==> src/rtl/panel_pmic_pkg.sv <==
// Constants shared by the panel power module control logic
package panel_pmic_pkg;

	// Register offsets
	localparam logic [7:0] ADDR_DISCHARGE   = 8'h12;
	localparam logic [7:0] ADDR_SLEW        = 8'h13;
	localparam logic [7:0] ADDR_SPREAD      = 8'h14;
	localparam logic [7:0] ADDR_REFRESH     = 8'h17;
	localparam logic [7:0] ADDR_OFF_DLY_POS = 8'h18;
	localparam logic [7:0] ADDR_OFF_DLY_NEG = 8'h19;
	localparam logic [7:0] ADDR_OFF_DLY_GH  = 8'h1a;
	localparam logic [7:0] ADDR_OFF_DLY_GL  = 8'h1b;
	localparam logic [7:0] ADDR_OFF_DLY_CV  = 8'h1c;
	localparam logic [7:0] ADDR_FAULT_REC   = 8'h1d;
	localparam logic [7:0] ADDR_STORE_SEL   = 8'hff;

	// Channel order: 0 pos source, 1 neg source, 2 gate high, 3 gate low, 4 common voltage
	localparam int NUM_CH   = 5;
	localparam int NUM_SW   = 4;
	localparam int NUM_SLOT = 9;
	localparam logic [3:0] SLOT_NONE = 4'h0f;
	localparam logic [3:0] SLOT_SLEW = 4'h1;
	localparam logic [3:0] SLOT_SPRD = 4'h2;
	localparam logic [3:0] SLOT_REFR = 4'h3;
	localparam logic [3:0] SLOT_DLY0 = 4'h4;
	localparam logic [3:0] SLOT_LAST = 4'h8;
	localparam logic [3:0] SLOT_DISC = 4'h0;

	// Field positions
	localparam int DISCH_MSB         = 4;
	localparam int RESET_SYNC_BIT    = 7;
	localparam int OFF_DLY_MSB       = 2;
	localparam int CLR_SEL_BIT       = 3;
	localparam int STORE_COMMIT_BIT  = 7;
	localparam int STORE_READ_BIT    = 0;
	localparam int REFRESH_EN_BIT    = 0;
	localparam int REFRESH_INT_LSB   = 1;
	localparam int REFRESH_FAULT_BIT = 3;
	localparam int SPREAD_LSB        = 3;

	// Reset values
	localparam logic [7:0] WORK_RESET  = 8'h00;
	localparam logic [7:0] STORE_RESET = 8'h00;

	// Nonvolatile store geometry
	localparam int NV_DEPTH = 32;
	localparam int NV_AW    = 5;

	// Timing
	localparam int CLK_PERIOD_NS         = 25;
	localparam int MS_NS                 = 1_000_000;
	localparam int CYCLES_PER_MS_DEFAULT = MS_NS / CLK_PERIOD_NS;
	localparam logic [5:0] ON_DISCHARGE_START_MS = 6'h01;
	localparam logic [5:0] OFF_STEP_MS           = 6'h02;
	localparam logic [5:0] OFF_DELAY_MAX_MS      = 6'h0e;
	localparam logic [5:0] DISCHARGE_WINDOW_MS   = 6'h02;
	localparam logic [5:0] UV_FILTER_MS          = 6'h32;
	localparam logic [5:0] FAULT_PULSE_MS        = 6'h01;
	localparam logic [7:0] REFRESH_MS_0          = 8'h0a;
	localparam logic [7:0] REFRESH_MS_1          = 8'h14;
	localparam logic [7:0] REFRESH_MS_2          = 8'h32;
	localparam logic [7:0] REFRESH_MS_3          = 8'h64;

endpackage

==> src/rtl/nv_store_mem.sv <==
// Nonvolatile settings store with registered read data
`timescale 1ns/100ps
module nv_store_mem #(
	parameter int DEPTH = 32,
	parameter int AW    = 5,
	parameter int WIDTH = 8
) (
	// Clock and reset
	input  wire logic             clk_in,
	input  wire logic             rst_in,
	// Access port
	input  wire logic [AW-1:0]    addr_in,
	input  wire logic             wr_in,
	input  wire logic [WIDTH-1:0] wdata_in,
	output logic      [WIDTH-1:0] rdata_out
);

	logic [WIDTH-1:0] mem_reg [DEPTH];

	initial begin
		if (DEPTH > (1 << AW) || DEPTH < 1) begin
			$error("nv_store_mem: depth does not fit address width");
		end
	end

	// Cleared on reset as a stand-in for factory contents
	always_ff @(posedge clk_in) begin
		if (rst_in) begin
			for (int i = 0; i < DEPTH; i++) begin
				mem_reg[i] <= '0;
			end
		end else if (wr_in) begin
			mem_reg[addr_in] <= wdata_in;
		end
	end

	always_ff @(posedge clk_in) begin
		if (rst_in) begin
			rdata_out <= '0;
		end else begin
			rdata_out <= mem_reg[addr_in];
		end
	end

endmodule

==> src/rtl/panel_pmic_shutdown_fault_ctrl.sv <==
// Discharge, power-off delay, fault response and settings control of the panel power module
`timescale 1ns/100ps
module panel_pmic_shutdown_fault_ctrl
	import panel_pmic_pkg::*;
#(
	parameter int CYCLES_PER_MS = CYCLES_PER_MS_DEFAULT
) (
	// Clock and reset
	input  wire logic        CLK_SYS_IN,
	input  wire logic        RST_IN,
	// Supply and enable monitors
	input  wire logic        EN_PIN_IN,
	input  wire logic        VIN_ABOVE_RISE_IN,
	input  wire logic        VIN_BELOW_FALL_IN,
	input  wire logic        VIN_DETECT_LOW_IN,
	// Channel monitors
	input  wire logic [4:0]  PON_DELAY_DONE_IN,
	input  wire logic [3:0]  OVP_IN,
	input  wire logic [3:0]  UVP_IN,
	input  wire logic [3:0]  SCP_IN,
	input  wire logic        OTP_IN,
	input  wire logic        COMMON_VOLTAGE_OUT_OCP_IN,
	// Register port
	input  wire logic [7:0]  REG_ADDR_IN,
	input  wire logic [7:0]  REG_WDATA_IN,
	input  wire logic        REG_WR_IN,
	input  wire logic        REG_RD_IN,
	output logic      [7:0]  REG_RDATA_OUT,
	output logic             REG_RVALID_OUT,
	// Power control
	output logic      [4:0]  CH_ENABLE_OUT,
	output logic      [4:0]  DISCHARGE_OUT,
	output logic      [3:0]  SWITCH_STOP_OUT,
	output logic             COMMON_VOLTAGE_OUT_CLAMP_OUT,
	output logic             RESET_N_OUT,
	output logic             SETTINGS_LOAD_DONE_OUT,
	// Switching settings
	output logic      [1:0]  SLEW_POS_BOOST_OUT,
	output logic      [1:0]  SLEW_NEG_RAIL_OUT,
	output logic      [1:0]  SLEW_GATE_LOW_OUT,
	output logic      [1:0]  SLEW_GATE_HIGH_OUT,
	output logic      [1:0]  SPREAD_SEL_OUT,
	// Fault pin, open drain
	output logic             FAULT_OUT,
	output logic             FAULT_OE_N_OUT
);

	typedef enum {PWR_OFF, PWR_LOAD, PWR_ON, PWR_DOWN, PWR_LATCH} power_state_type;
	typedef enum {SEQ_IDLE, SEQ_READ, SEQ_CMP} seq_state_type;

	initial begin
		if (CYCLES_PER_MS < 1 || CYCLES_PER_MS > 65536) begin
			$error("panel_pmic_shutdown_fault_ctrl: CYCLES_PER_MS out of range");
		end
	end

	// Register address to working slot
	function automatic logic [3:0] slot_of(input logic [7:0] addr);
		case (addr)
			ADDR_DISCHARGE:   slot_of = SLOT_DISC;
			ADDR_SLEW:        slot_of = SLOT_SLEW;
			ADDR_SPREAD:      slot_of = SLOT_SPRD;
			ADDR_REFRESH:     slot_of = SLOT_REFR;
			ADDR_OFF_DLY_POS: slot_of = SLOT_DLY0;
			ADDR_OFF_DLY_NEG: slot_of = 4'(SLOT_DLY0 + 4'h1);
			ADDR_OFF_DLY_GH:  slot_of = 4'(SLOT_DLY0 + 4'h2);
			ADDR_OFF_DLY_GL:  slot_of = 4'(SLOT_DLY0 + 4'h3);
			ADDR_OFF_DLY_CV:  slot_of = SLOT_LAST;
			default:          slot_of = SLOT_NONE;
		endcase
	endfunction

	// Working slot to register address
	function automatic logic [7:0] addr_of(input logic [3:0] slot);
		case (slot)
			SLOT_DISC: addr_of = ADDR_DISCHARGE;
			SLOT_SLEW: addr_of = ADDR_SLEW;
			SLOT_SPRD: addr_of = ADDR_SPREAD;
			SLOT_REFR: addr_of = ADDR_REFRESH;
			default:   addr_of = 8'(ADDR_OFF_DLY_POS + 8'(slot - SLOT_DLY0));
		endcase
	endfunction

	function automatic logic [7:0] refresh_ms(input logic [1:0] sel);
		case (sel)
			2'h0:    refresh_ms = REFRESH_MS_0;
			2'h1:    refresh_ms = REFRESH_MS_1;
			2'h2:    refresh_ms = REFRESH_MS_2;
			default: refresh_ms = REFRESH_MS_3;
		endcase
	endfunction

	power_state_type pwr_state_reg;
	seq_state_type   seq_state_reg;
	logic [7:0]  work_reg [NUM_SLOT];
	logic [7:0]  store_sel_reg;
	logic [3:0]  fault_rec_reg;
	logic [15:0] tick_cnt_reg;
	logic        ms_tick;
	logic [5:0]  on_ms_reg;
	logic [5:0]  off_ms_reg;
	logic [5:0]  uv_ms_reg [NUM_SW];
	logic [3:0]  uv_fire;
	logic [7:0]  refresh_ms_reg;
	logic [3:0]  seq_slot_reg;
	logic [7:0]  seq_addr;
	logic        seq_load_reg;
	logic        load_done_pulse;
	logic        refresh_mismatch;
	logic        fault_hold_reg;
	logic [5:0]  pulse_ms_reg;
	logic        en_prev_reg;
	logic        chip_on;
	logic        host_busy;
	logic        latch_evt;
	logic [4:0]  ch_off;
	logic [4:0]  disch_en;
	logic [NV_AW-1:0] mem_addr;
	logic        mem_wr;
	logic [7:0]  mem_rdata;
	logic [3:0]  host_slot;
	logic        host_in_range;
	logic        rd1_reg;
	logic        rd1_mem_reg;
	logic [7:0]  rd1_data_reg;

	assign chip_on       = VIN_ABOVE_RISE_IN & EN_PIN_IN;
	assign host_busy     = REG_WR_IN | REG_RD_IN;
	assign host_slot     = slot_of(REG_ADDR_IN);
	assign host_in_range = REG_ADDR_IN < 8'(NV_DEPTH);
	assign ms_tick       = tick_cnt_reg == 16'(CYCLES_PER_MS - 1);

	// Host access owns the store port; refresh waits
	assign seq_addr = addr_of(seq_slot_reg);
	assign mem_addr = host_busy ? REG_ADDR_IN[NV_AW-1:0] : seq_addr[NV_AW-1:0];
	assign mem_wr   = REG_WR_IN & host_in_range & store_sel_reg[STORE_COMMIT_BIT];

	nv_store_mem #(
		.DEPTH (NV_DEPTH),
		.AW    (NV_AW),
		.WIDTH (8)
	) u_store (
		.clk_in    (CLK_SYS_IN),
		.rst_in    (RST_IN),
		.addr_in   (mem_addr),
		.wr_in     (mem_wr),
		.wdata_in  (REG_WDATA_IN),
		.rdata_out (mem_rdata)
	);

	// Millisecond time base
	always_ff @(posedge CLK_SYS_IN) begin
		if (RST_IN || ms_tick) begin
			tick_cnt_reg <= '0;
		end else begin
			tick_cnt_reg <= 16'(tick_cnt_reg + 16'h0001);
		end
	end

	// Power state
	always_ff @(posedge CLK_SYS_IN) begin
		if (RST_IN) begin
			pwr_state_reg <= PWR_OFF;
		end else begin
			case (pwr_state_reg)
				PWR_OFF: begin
					if (chip_on) begin
						pwr_state_reg <= PWR_LOAD;
					end
				end
				PWR_LOAD: begin
					if (!chip_on) begin
						pwr_state_reg <= PWR_OFF;
					end else if (load_done_pulse) begin
						pwr_state_reg <= PWR_ON;
					end
				end
				PWR_ON: begin
					if (latch_evt) begin
						pwr_state_reg <= PWR_LATCH;
					end else if (!chip_on || VIN_DETECT_LOW_IN) begin
						pwr_state_reg <= PWR_DOWN;
					end
				end
				PWR_DOWN: begin
					if (&ch_off && off_ms_reg >= 6'(OFF_DELAY_MAX_MS + DISCHARGE_WINDOW_MS)) begin
						pwr_state_reg <= PWR_OFF;
					end
				end
				PWR_LATCH: begin
					if (!chip_on) begin
						pwr_state_reg <= PWR_OFF;
					end
				end
				default: pwr_state_reg <= PWR_OFF;
			endcase
		end
	end

	// Millisecond counts since lockout release and since power-off start
	always_ff @(posedge CLK_SYS_IN) begin
		if (RST_IN || pwr_state_reg == PWR_OFF) begin
			on_ms_reg <= '0;
		end else if (ms_tick && on_ms_reg != '1) begin
			on_ms_reg <= 6'(on_ms_reg + 6'h01);
		end
	end

	always_ff @(posedge CLK_SYS_IN) begin
		if (RST_IN || pwr_state_reg != PWR_DOWN) begin
			off_ms_reg <= '0;
		end else if (ms_tick && off_ms_reg != '1) begin
			off_ms_reg <= 6'(off_ms_reg + 6'h01);
		end
	end

	// Per-channel power-off delay compare and discharge enables
	always_comb begin
		for (int i = 0; i < NUM_CH; i++) begin
			ch_off[i]   = off_ms_reg >= 6'(work_reg[SLOT_DLY0 + i][OFF_DLY_MSB:0] * OFF_STEP_MS);
			disch_en[i] = ~work_reg[SLOT_DISC][DISCH_MSB - i];
		end
	end

	// Undervoltage filters
	always_ff @(posedge CLK_SYS_IN) begin
		for (int i = 0; i < NUM_SW; i++) begin
			if (RST_IN || pwr_state_reg != PWR_ON || !UVP_IN[i]) begin
				uv_ms_reg[i] <= '0;
			end else if (ms_tick && uv_ms_reg[i] != UV_FILTER_MS) begin
				uv_ms_reg[i] <= 6'(uv_ms_reg[i] + 6'h01);
			end
		end
	end

	always_comb begin
		for (int i = 0; i < NUM_SW; i++) begin
			uv_fire[i] = UVP_IN[i] && uv_ms_reg[i] == UV_FILTER_MS;
		end
	end

	assign latch_evt = pwr_state_reg == PWR_ON && (|uv_fire || |SCP_IN);

	// Fault record, set wins over clear
	always_ff @(posedge CLK_SYS_IN) begin
		if (RST_IN) begin
			en_prev_reg   <= 1'b0;
			fault_rec_reg <= '0;
		end else begin
			en_prev_reg <= EN_PIN_IN;
			if (pwr_state_reg == PWR_ON && |uv_fire) begin
				fault_rec_reg <= fault_rec_reg | uv_fire;
			end else if (work_reg[SLOT_LAST][CLR_SEL_BIT] ? VIN_BELOW_FALL_IN
			                                               : (en_prev_reg && !EN_PIN_IN)) begin
				fault_rec_reg <= '0;
			end
		end
	end

	// Latched fault hold and one-shot pulse
	always_ff @(posedge CLK_SYS_IN) begin
		if (RST_IN || pwr_state_reg == PWR_OFF) begin
			fault_hold_reg <= 1'b0;
		end else if (latch_evt && (|uv_fire || |SCP_IN[NUM_SW-1:1])) begin
			fault_hold_reg <= 1'b1;
		end
	end

	always_ff @(posedge CLK_SYS_IN) begin
		if (RST_IN) begin
			pulse_ms_reg <= '0;
		end else if ((latch_evt && SCP_IN[0]) ||
		             (refresh_mismatch && work_reg[SLOT_REFR][REFRESH_FAULT_BIT])) begin
			pulse_ms_reg <= 6'(FAULT_PULSE_MS + 6'h01);
		end else if (ms_tick && pulse_ms_reg != '0) begin
			pulse_ms_reg <= 6'(pulse_ms_reg - 6'h01);
		end
	end

	// Fault pin: overvoltage and overcurrent leave it released
	always_ff @(posedge CLK_SYS_IN) begin
		if (RST_IN) begin
			FAULT_OE_N_OUT <= 1'b1;
		end else begin
			FAULT_OE_N_OUT <= !(fault_hold_reg || pulse_ms_reg != '0 || OTP_IN);
		end
	end
	assign FAULT_OUT = 1'b0;

	// Converter, discharge and reset outputs
	always_ff @(posedge CLK_SYS_IN) begin
		if (RST_IN) begin
			CH_ENABLE_OUT   <= '0;
			DISCHARGE_OUT   <= '0;
			SWITCH_STOP_OUT <= '1;
			COMMON_VOLTAGE_OUT_CLAMP_OUT  <= 1'b0;
			RESET_N_OUT     <= 1'b0;
		end else begin
			COMMON_VOLTAGE_OUT_CLAMP_OUT <= COMMON_VOLTAGE_OUT_OCP_IN;
			case (pwr_state_reg)
				PWR_LOAD, PWR_ON: begin
					CH_ENABLE_OUT   <= pwr_state_reg == PWR_ON ? '1 : '0;
					SWITCH_STOP_OUT <= pwr_state_reg == PWR_ON ? (OVP_IN | SCP_IN) : '1;
					RESET_N_OUT     <= pwr_state_reg == PWR_ON && &PON_DELAY_DONE_IN;
					for (int i = 0; i < NUM_CH; i++) begin
						DISCHARGE_OUT[i] <= disch_en[i]
							? (on_ms_reg >= ON_DISCHARGE_START_MS &&
							   !(pwr_state_reg == PWR_ON && PON_DELAY_DONE_IN[i]))
							: pwr_state_reg == PWR_LOAD;
					end
				end
				PWR_DOWN: begin
					CH_ENABLE_OUT   <= ~ch_off;
					DISCHARGE_OUT   <= disch_en & ch_off;
					SWITCH_STOP_OUT <= ch_off[NUM_SW-1:0] | OVP_IN;
					RESET_N_OUT     <= work_reg[SLOT_DISC][RESET_SYNC_BIT] && !ch_off[2];
				end
				default: begin
					CH_ENABLE_OUT   <= '0;
					DISCHARGE_OUT   <= '0;
					SWITCH_STOP_OUT <= '1;
					RESET_N_OUT     <= 1'b0;
				end
			endcase
		end
	end

	// Settings load and auto refresh sequencer
	always_ff @(posedge CLK_SYS_IN) begin
		if (RST_IN || pwr_state_reg != PWR_ON || !work_reg[SLOT_REFR][REFRESH_EN_BIT]) begin
			refresh_ms_reg <= '0;
		end else if (ms_tick) begin
			refresh_ms_reg <= refresh_ms_reg >= refresh_ms(work_reg[SLOT_REFR][REFRESH_INT_LSB +: 2])
				? 8'h00 : 8'(refresh_ms_reg + 8'h01);
		end
	end

	always_ff @(posedge CLK_SYS_IN) begin
		if (RST_IN) begin
			seq_state_reg <= SEQ_IDLE;
			seq_slot_reg  <= '0;
			seq_load_reg  <= 1'b0;
		end else begin
			case (seq_state_reg)
				SEQ_IDLE: begin
					seq_slot_reg <= '0;
					if (pwr_state_reg == PWR_OFF && chip_on) begin
						seq_load_reg  <= 1'b1;
						seq_state_reg <= SEQ_READ;
					end else if (ms_tick && refresh_ms_reg != '0 && refresh_ms_reg >=
					             refresh_ms(work_reg[SLOT_REFR][REFRESH_INT_LSB +: 2])) begin
						seq_load_reg  <= 1'b0;
						seq_state_reg <= SEQ_READ;
					end
				end
				SEQ_READ: begin
					if (!host_busy) begin
						seq_state_reg <= SEQ_CMP;
					end
				end
				SEQ_CMP: begin
					seq_slot_reg  <= 4'(seq_slot_reg + 4'h1);
					seq_state_reg <= seq_slot_reg == SLOT_LAST ? SEQ_IDLE : SEQ_READ;
				end
				default: seq_state_reg <= SEQ_IDLE;
			endcase
		end
	end

	assign load_done_pulse  = seq_state_reg == SEQ_CMP && seq_load_reg && seq_slot_reg == SLOT_LAST;
	assign refresh_mismatch = seq_state_reg == SEQ_CMP && !seq_load_reg &&
	                          work_reg[seq_slot_reg] != mem_rdata;

	always_ff @(posedge CLK_SYS_IN) begin
		if (RST_IN || pwr_state_reg == PWR_OFF) begin
			SETTINGS_LOAD_DONE_OUT <= 1'b0;
		end else if (load_done_pulse) begin
			SETTINGS_LOAD_DONE_OUT <= 1'b1;
		end
	end

	// Working registers: host write first, then load or restore
	always_ff @(posedge CLK_SYS_IN) begin
		if (RST_IN) begin
			for (int i = 0; i < NUM_SLOT; i++) begin
				work_reg[i] <= WORK_RESET;
			end
			store_sel_reg <= STORE_RESET;
		end else if (REG_WR_IN) begin
			if (host_slot != SLOT_NONE) begin
				work_reg[host_slot] <= REG_WDATA_IN;
			end
			if (REG_ADDR_IN == ADDR_STORE_SEL) begin
				store_sel_reg <= REG_WDATA_IN;
			end
		end else if (seq_state_reg == SEQ_CMP && (seq_load_reg || refresh_mismatch)) begin
			work_reg[seq_slot_reg] <= mem_rdata;
		end
	end

	// Setting outputs
	always_ff @(posedge CLK_SYS_IN) begin
		if (RST_IN) begin
			SLEW_POS_BOOST_OUT <= '0;
			SLEW_NEG_RAIL_OUT  <= '0;
			SLEW_GATE_LOW_OUT  <= '0;
			SLEW_GATE_HIGH_OUT <= '0;
			SPREAD_SEL_OUT     <= '0;
		end else begin
			SLEW_POS_BOOST_OUT <= work_reg[SLOT_SLEW][7:6];
			SLEW_NEG_RAIL_OUT  <= work_reg[SLOT_SLEW][5:4];
			SLEW_GATE_LOW_OUT  <= work_reg[SLOT_SLEW][3:2];
			SLEW_GATE_HIGH_OUT <= work_reg[SLOT_SLEW][1:0];
			SPREAD_SEL_OUT     <= work_reg[SLOT_SPRD][SPREAD_LSB +: 2];
		end
	end

	// Two-stage read: select, then data out
	always_ff @(posedge CLK_SYS_IN) begin
		if (RST_IN) begin
			rd1_reg        <= 1'b0;
			rd1_mem_reg    <= 1'b0;
			rd1_data_reg   <= '0;
			REG_RDATA_OUT  <= '0;
			REG_RVALID_OUT <= 1'b0;
		end else begin
			rd1_reg     <= REG_RD_IN && !REG_WR_IN;
			rd1_mem_reg <= store_sel_reg[STORE_READ_BIT] && host_in_range;
			if (host_slot != SLOT_NONE) begin
				rd1_data_reg <= work_reg[host_slot];
			end else if (REG_ADDR_IN == ADDR_FAULT_REC) begin
				rd1_data_reg <= {4'h0, fault_rec_reg};
			end else if (REG_ADDR_IN == ADDR_STORE_SEL) begin
				rd1_data_reg <= store_sel_reg;
			end else begin
				rd1_data_reg <= '0;
			end
			REG_RVALID_OUT <= rd1_reg;
			if (rd1_reg) begin
				REG_RDATA_OUT <= rd1_mem_reg ? mem_rdata : rd1_data_reg;
			end
		end
	end

endmodule

==> config.mk <==
export PLATFORM = sky130hd
export DESIGN_NAME = panel_pmic_shutdown_fault_ctrl
export DESIGN_NICKNAME = d
export VERILOG_FILES = /design/src/rtl/panel_pmic_pkg.sv /design/src/rtl/nv_store_mem.sv /design/src/rtl/panel_pmic_shutdown_fault_ctrl.sv
export SDC_FILE = /design/constraint.sdc
export NUM_CORES = 1
export LEC_CHECK = 0
export BUFFER_PORTS_ARGS = -buffer_cell sky130_fd_sc_hd__buf_4
export CAP_MARGIN = 30
export CORE_MARGIN = 4
export CORE_UTILIZATION = 50
export DETAILED_ROUTE_END_ITERATION = 12
export PLACE_DENSITY = 0.67
export SLEW_MARGIN = 20
export SYNTH_ARGS = -nofsm -noshare
export SYNTH_HDL_FRONTEND = slang
export SYNTH_HIERARCHICAL = 1
export SYNTH_SLANG_ARGS = --single-unit
export TNS_END_PERCENT = 30
==> constraint.sdc <==
create_clock -name CLK_SYS_IN -period 4.6 [get_ports CLK_SYS_IN]
set_input_delay 0.46 -clock CLK_SYS_IN [delete_from_list [all_inputs] [get_ports CLK_SYS_IN]]
set_output_delay 0.46 -clock CLK_SYS_IN [all_outputs]
set_load 0.01 [all_outputs]
---- Yosys cells after proc, flatten, opt, wreduce, memory -nomap -nowiden ----
Memories as Yosys holds them, arrays and structs flattened. A register that Yosys moved wholly into a read port is not among the register bits.
Index checks and enable logic that the tools add are counted.
word-level totals
  flip-flop bits (word level) ............. 162
  memory bits (writable) .................. 352
  ROM bits ................................ 128
  input bits .............................. 43
  output and inout bits ................... 38
  word-level logic and storage cells ...... 301
  memories ................................ 4
memories
  name             words  bits a word  read ports  clocked after Yosys merged registers in  wr ports  RTL line                               source
  u_store.mem_reg  32     8            1           1                                        32        nv_store_mem.sv:18                     logic [WIDTH-1:0] mem_reg [DEPTH];
  (no name shown)  32     4            1           0                                        0         panel_pmic_shutdown_fault_ctrl.sv:59   case (addr)
  work_reg         9      8            11          3                                        9         panel_pmic_shutdown_fault_ctrl.sv:95   logic [7:0] work_reg [NUM_SLOT];
  uv_ms_reg        4      6            4           0                                        4         panel_pmic_shutdown_fault_ctrl.sv:102  logic [5:0] uv_ms_reg [NUM_SW];
operators by class
  $add $sub $neg .......................... 12
  magnitude comparators ................... 10
  eq/ne operators ......................... 39
  mux-type cells .......................... 94
  bitwise gates (word level) .............. 18
  reduce and logical (&&, ||, !) cells .... 98
operator list
  cell                                                                      count
  32-bit two-way mux                                                        10
  32-bit case mux with 5 select lines                                       1
  32-bit by 2-bit equality test with 1-bit output, second input constant    4
  8-bit two-way mux                                                         13
  32-bit by 3-bit equality test with 1-bit output, second input constant    3
  32-bit logical NOT                                                        3
  32-bit case mux with 3 select lines                                       1
  32-bit by 1-bit equality test with 1-bit output, second input constant    2
  32-bit by 3-bit inequality test with 1-bit output, second input constant  2
  1-bit two-way mux                                                         45
  1-bit logical AND                                                         40
  6-bit by 1-bit adder with 6-bit output, second input constant             6
  6-bit inequality test, second input constant                              6
  4-bit two-way mux                                                         8
  6-bit by 4-bit >= comparator with 1-bit output                            5
  6-bit equality test, second input constant                                4
  6-bit two-way mux                                                         4
  8-bit OR reduction                                                        3
  7-bit case mux with 3 select lines                                        1
  5-bit case mux with 2 select lines                                        2
  5-bit case mux with 4 select lines                                        1
  16-bit by 1-bit adder with 16-bit output, second input constant           1
  16-bit equality test, second input constant                               1
  8-bit >= comparator                                                       2
  other kinds (42)                                                          103

---- Depth between registers and ports, before layout ----
  word-level depth ........................ 11
  mapped depth ............................ 13
  mapped depth without buffers ............ 13

---- Modules after synthesis ----
The synthesis kept the hierarchy.
modules (own cells, without submodules)
  module                          times used  cells each  area an instance (um^2)  sequential area each (um^2)
  panel_pmic_shutdown_fault_ctrl  1           1,405       14,423.8                 6,906.6
  nv_store_mem                    1           894         12,147.9                 7,847.5

---- Worst setup path after synthesis ----
Ideal clock, no wire load.
  path type ............................... register to register
  start ................................... reg with a tool-made name
  end ..................................... mem work_reg[8][0], enable pin
  library setup time ...................... 0.374 ns
  arrival ................................. 3.055 ns
  required time ........................... 4.226 ns
  path slack .............................. 1.172 ns
  stages on the path, launching flop included .. 13
  path buffers ............................ 5
  period minus slack after synthesis ...... 3.428 ns
  cell sequence ........................... dfxtp_1 -> buf_2 -> buf_4 -> buf_4 -> mux4_2 -> xnor2_1 -> nor4_1 -> a22o_1 -> and3b_1 -> buf_2 -> mux2_4 -> buf_2 -> o21ai_1
RTL lines
  what           RTL line
  end, declared  panel_pmic_shutdown_fault_ctrl.sv:95

==> flow_summary.json <==
{
  "synth_edf_count": 408,
  "syn_area_sq_um": 26600,
  "synthTopCellsByArea": "edfxtp_1, dfxtp_1, mux2i_1, and2_1, nand2_1",
  "post-route-min-period_ns": 4.02,
  "cts_tree": "done",
  "cp-end-kind": "flop",
  "met1_length_mm": 30.3,
  "max_freq_ghz": 0.248,
  "cts_setup_buffers": 0,
  "place.gp.congestion": 0.981,
  "ant_nets": 0,
  "h-tree-depth": 2,
  "setup_ws_ns": 0.575,
  "clk_pin_slew_ns": 0.06,
  "grt_pass1_wl_mm": 110,
  "row_count": 84,
  "grt_pass1_vias": 18300,
  "syn_inst": 2299,
  "top_layer": "met4",
  "vias_per_cell": 6.05,
  "die_w_um": 239,
  "worst_setup_path_start_kind": "flop",
  "r2r_cells": 8,
  "cts.path.max_buffers": 3,
  "pin_count": 81,
  "drt-pass1-iter-count": 6,
  "worstHoldStart": "OVP_IN[0]",
  "drive_gt1_frac": 0.143,
  "grt_antenna_before_repair": 2,
  "finalHoldViolations": 0,
  "yosysSeqAreaShare": 0.555,
  "root_buffer": "clkbuf_16",
  "worst-endpoint-required_ns": 4.83,
  "wl_mm": 72.2,
  "grt_max_degree": 70,
  "ys_ff_latch": 533,
  "p_leak_nw": 10.8,
  "areaGrowthSynthToFinish_pct": 11.9,
  "post_cts_resized": 0,
  "hold_path.class": "in -> reg",
  "vias": 18600,
  "hold_end": "SWITCH_STOP_OUT[0]",
  "worstHoldPathCells": 3,
  "start_util": 0.506,
  "arrival_ns": 4.26,
  "rsz0062_at_grt": "false",
  "crit_type": "reg -> reg",
  "ys_types": 77,
  "async_flop_share": 0,
  "clkLatencyLatePin_ns": 0.62,
  "die-height_um": 239,
  "cts_buffers": 56,
  "wl_met2_mm": 33.9,
  "pre_cts_ws_ns": 0.613,
  "worst_pin_slew_ns": 0.960,
  "path_buf_inv": 1,
  "grt.overflow.total": 0,
  "fillers": 4400,
  "setup_viol": 0,
  "synth_nets": 2395,
  "finalClockSkew_ns": 0.0285,
  "status": "finished, final reports clean",
  "antenna_cells": 0,
  "vdd_ir_drop_max_uv": 319,
  "avgRoutedWirePerCell_um": 23.4,
  "slowest_delay_ns": 0.75,
  "dieArea_sq_um": 56900,
  "r2r_end": "work_reg[1][2]",
  "ys.warnings.count": 6,
  "final_max_slew_viol_count": 0,
  "power.density_nw_per_um2": 368,
  "clkSinkCount": 533,
  "drc": 0,
  "finalSetupTns_ns": 0,
  "cp_slowest_cell": "o21ai_1",
  "mostFrequentLayoutCells": "edfxtp_1, and2_1, nand2_1",
  "core_area_sq_um": 52600,
  "yosysTopAreaCell": "edfxtp_1",
  "largest_reg_flops": 256,
  "crit_fanout": 37,
  "dp_hpwl_mm": 49.2,
  "port_buffers": 79,
  "syn_avg_cell_area_sq_um": 11.6,
  "grt_usage": 0.250,
  "cap_violations": 0,
  "reg2reg_slack_ns": 0.58,
  "cpLargestDelayFamily": "compound AO/OA/AOI/OAI gates",
  "relSlewSlack": 0.358,
  "nets": 2445,
  "drtIter0Drc": 1754,
  "timing.final.crit_share": 0.875,
  "ys.flop_type": "edfxtp_1",
  "path_cells": "buf_12, mux4_2, xor2_1, a211oi_1, a22o_1, and3b_1, mux2_4, o21ai_1",
  "wl_met3_mm": 5.41,
  "hold_buffers": 0,
  "final_common_cell": "edfxtp_1",
  "synth_top_area_share": 0.461
}
Yosys cell counts, types with 6 or more instances:
cell type,count
edfxtp_1,408
and2_1,273
nand2_1,197
mux2i_1,182
nor2_1,159
dfxtp_1,125
clkbuf_1,90
a211oi_1,79
o22ai_1,68
nand3_1,54
a21oi_1,53
ha_1,53
inv_1,41
or2_2,37
xor2_1,36
buf_2,35
xnor2_1,32
o21ai_0,30
mux4_2,27
o211ai_1,24
a211oi_2,21
nor3_1,21
nor2b_1,20
nor4_1,20
and3_1,15
buf_1,14
a311oi_1,11
nand4_1,11
nand3b_1,10
o21ai_1,9
nand4b_1,8
o21ai_2,8
a21o_1,7
buf_4,7
nand2b_1,7
o21a_1,6
tightest hold or removal path, delay by kind of cell:
family                 cells  cell delay [ns]
AND/OR/NAND/NOR            1             0.05
AO/OA/AOI/OAI              1             0.03
buffers and inverters      1             0.08
power breakdown:
part           internal, mW  switching (mW)  total [mW]
Clock                  2.56            1.89        4.45
Combinational         0.345           0.629       0.974
Sequential             5.35           0.155        5.51
logic make-up (layout without fill, tap and decap cells):
logic type	after synthesis	count (layout)	synth area share
AND/OR/NAND/NOR	872	872	0.173
flip-flops	533	533	0.555
AO/OA/AOI/OAI	365	365	0.0984
multiplexers	216	216	0.0947
buffers and inverters	191	287	0.0307
XOR/XNOR	68	68	0.0224
adder cells (fa/ha/maj)	53	53	0.0250
other	1	1	0.000141
metrics by stage:
step,instance area (sq um),util,hold slack [ns],power (mW),std cells
after floorplan,26600,-,0.426,6.18,2299
after global placement,27900,0.531,0.441,6.54,2976
after detailed placement,27900,0.531,0.454,6.56,2976
after CTS,29700,0.565,0.0186,11.0,3080
after global routing,29700,0.566,0.0359,11.3,3083
final,29700,0.566,0.0415,10.9,3083
metal layers:
layer  track usage  up-vias
met5             0        -
met4        0.0913        0
met3        0.0367      163
met2         0.407      812
met1         0.345     9141
li1              -     8527
worst max-delay path by stage:
stage / slack [ns] / startpoint / end / depth (start not counted)
finish: 0.58 / flop / work_reg[1][2] / 8
global placement: 0.68 / flop / work_reg[12][5] / 8
floorplan: 1.17 / flop / work_reg[8][0] / 12
global route: 0.34 / flop / work_reg[1][0] / 9
detailed placement: 0.61 / flop / work_reg[1][6] / 8
CTS: 0.62 / flop / work_reg[1][0] / 8
layout make-up:
| class | count | area (sq um) | share of cell area |
|---|---|---|---|
| well taps | 688 | 861 | 0.0290 |
| inverters | 41 | 154 | 0.00518 |
| clock buffers | 69 | 1480 | 0.0498 |
| flip-flops and latches | 533 | 14800 | 0.496 |
| multi-input cells | 1575 | 11100 | 0.372 |
| repair buffers | 142 | 1100 | 0.0371 |
| clock inverters | 35 | 313 | 0.0105 |
Note: power is estimated with default switching activity, not from simulation.
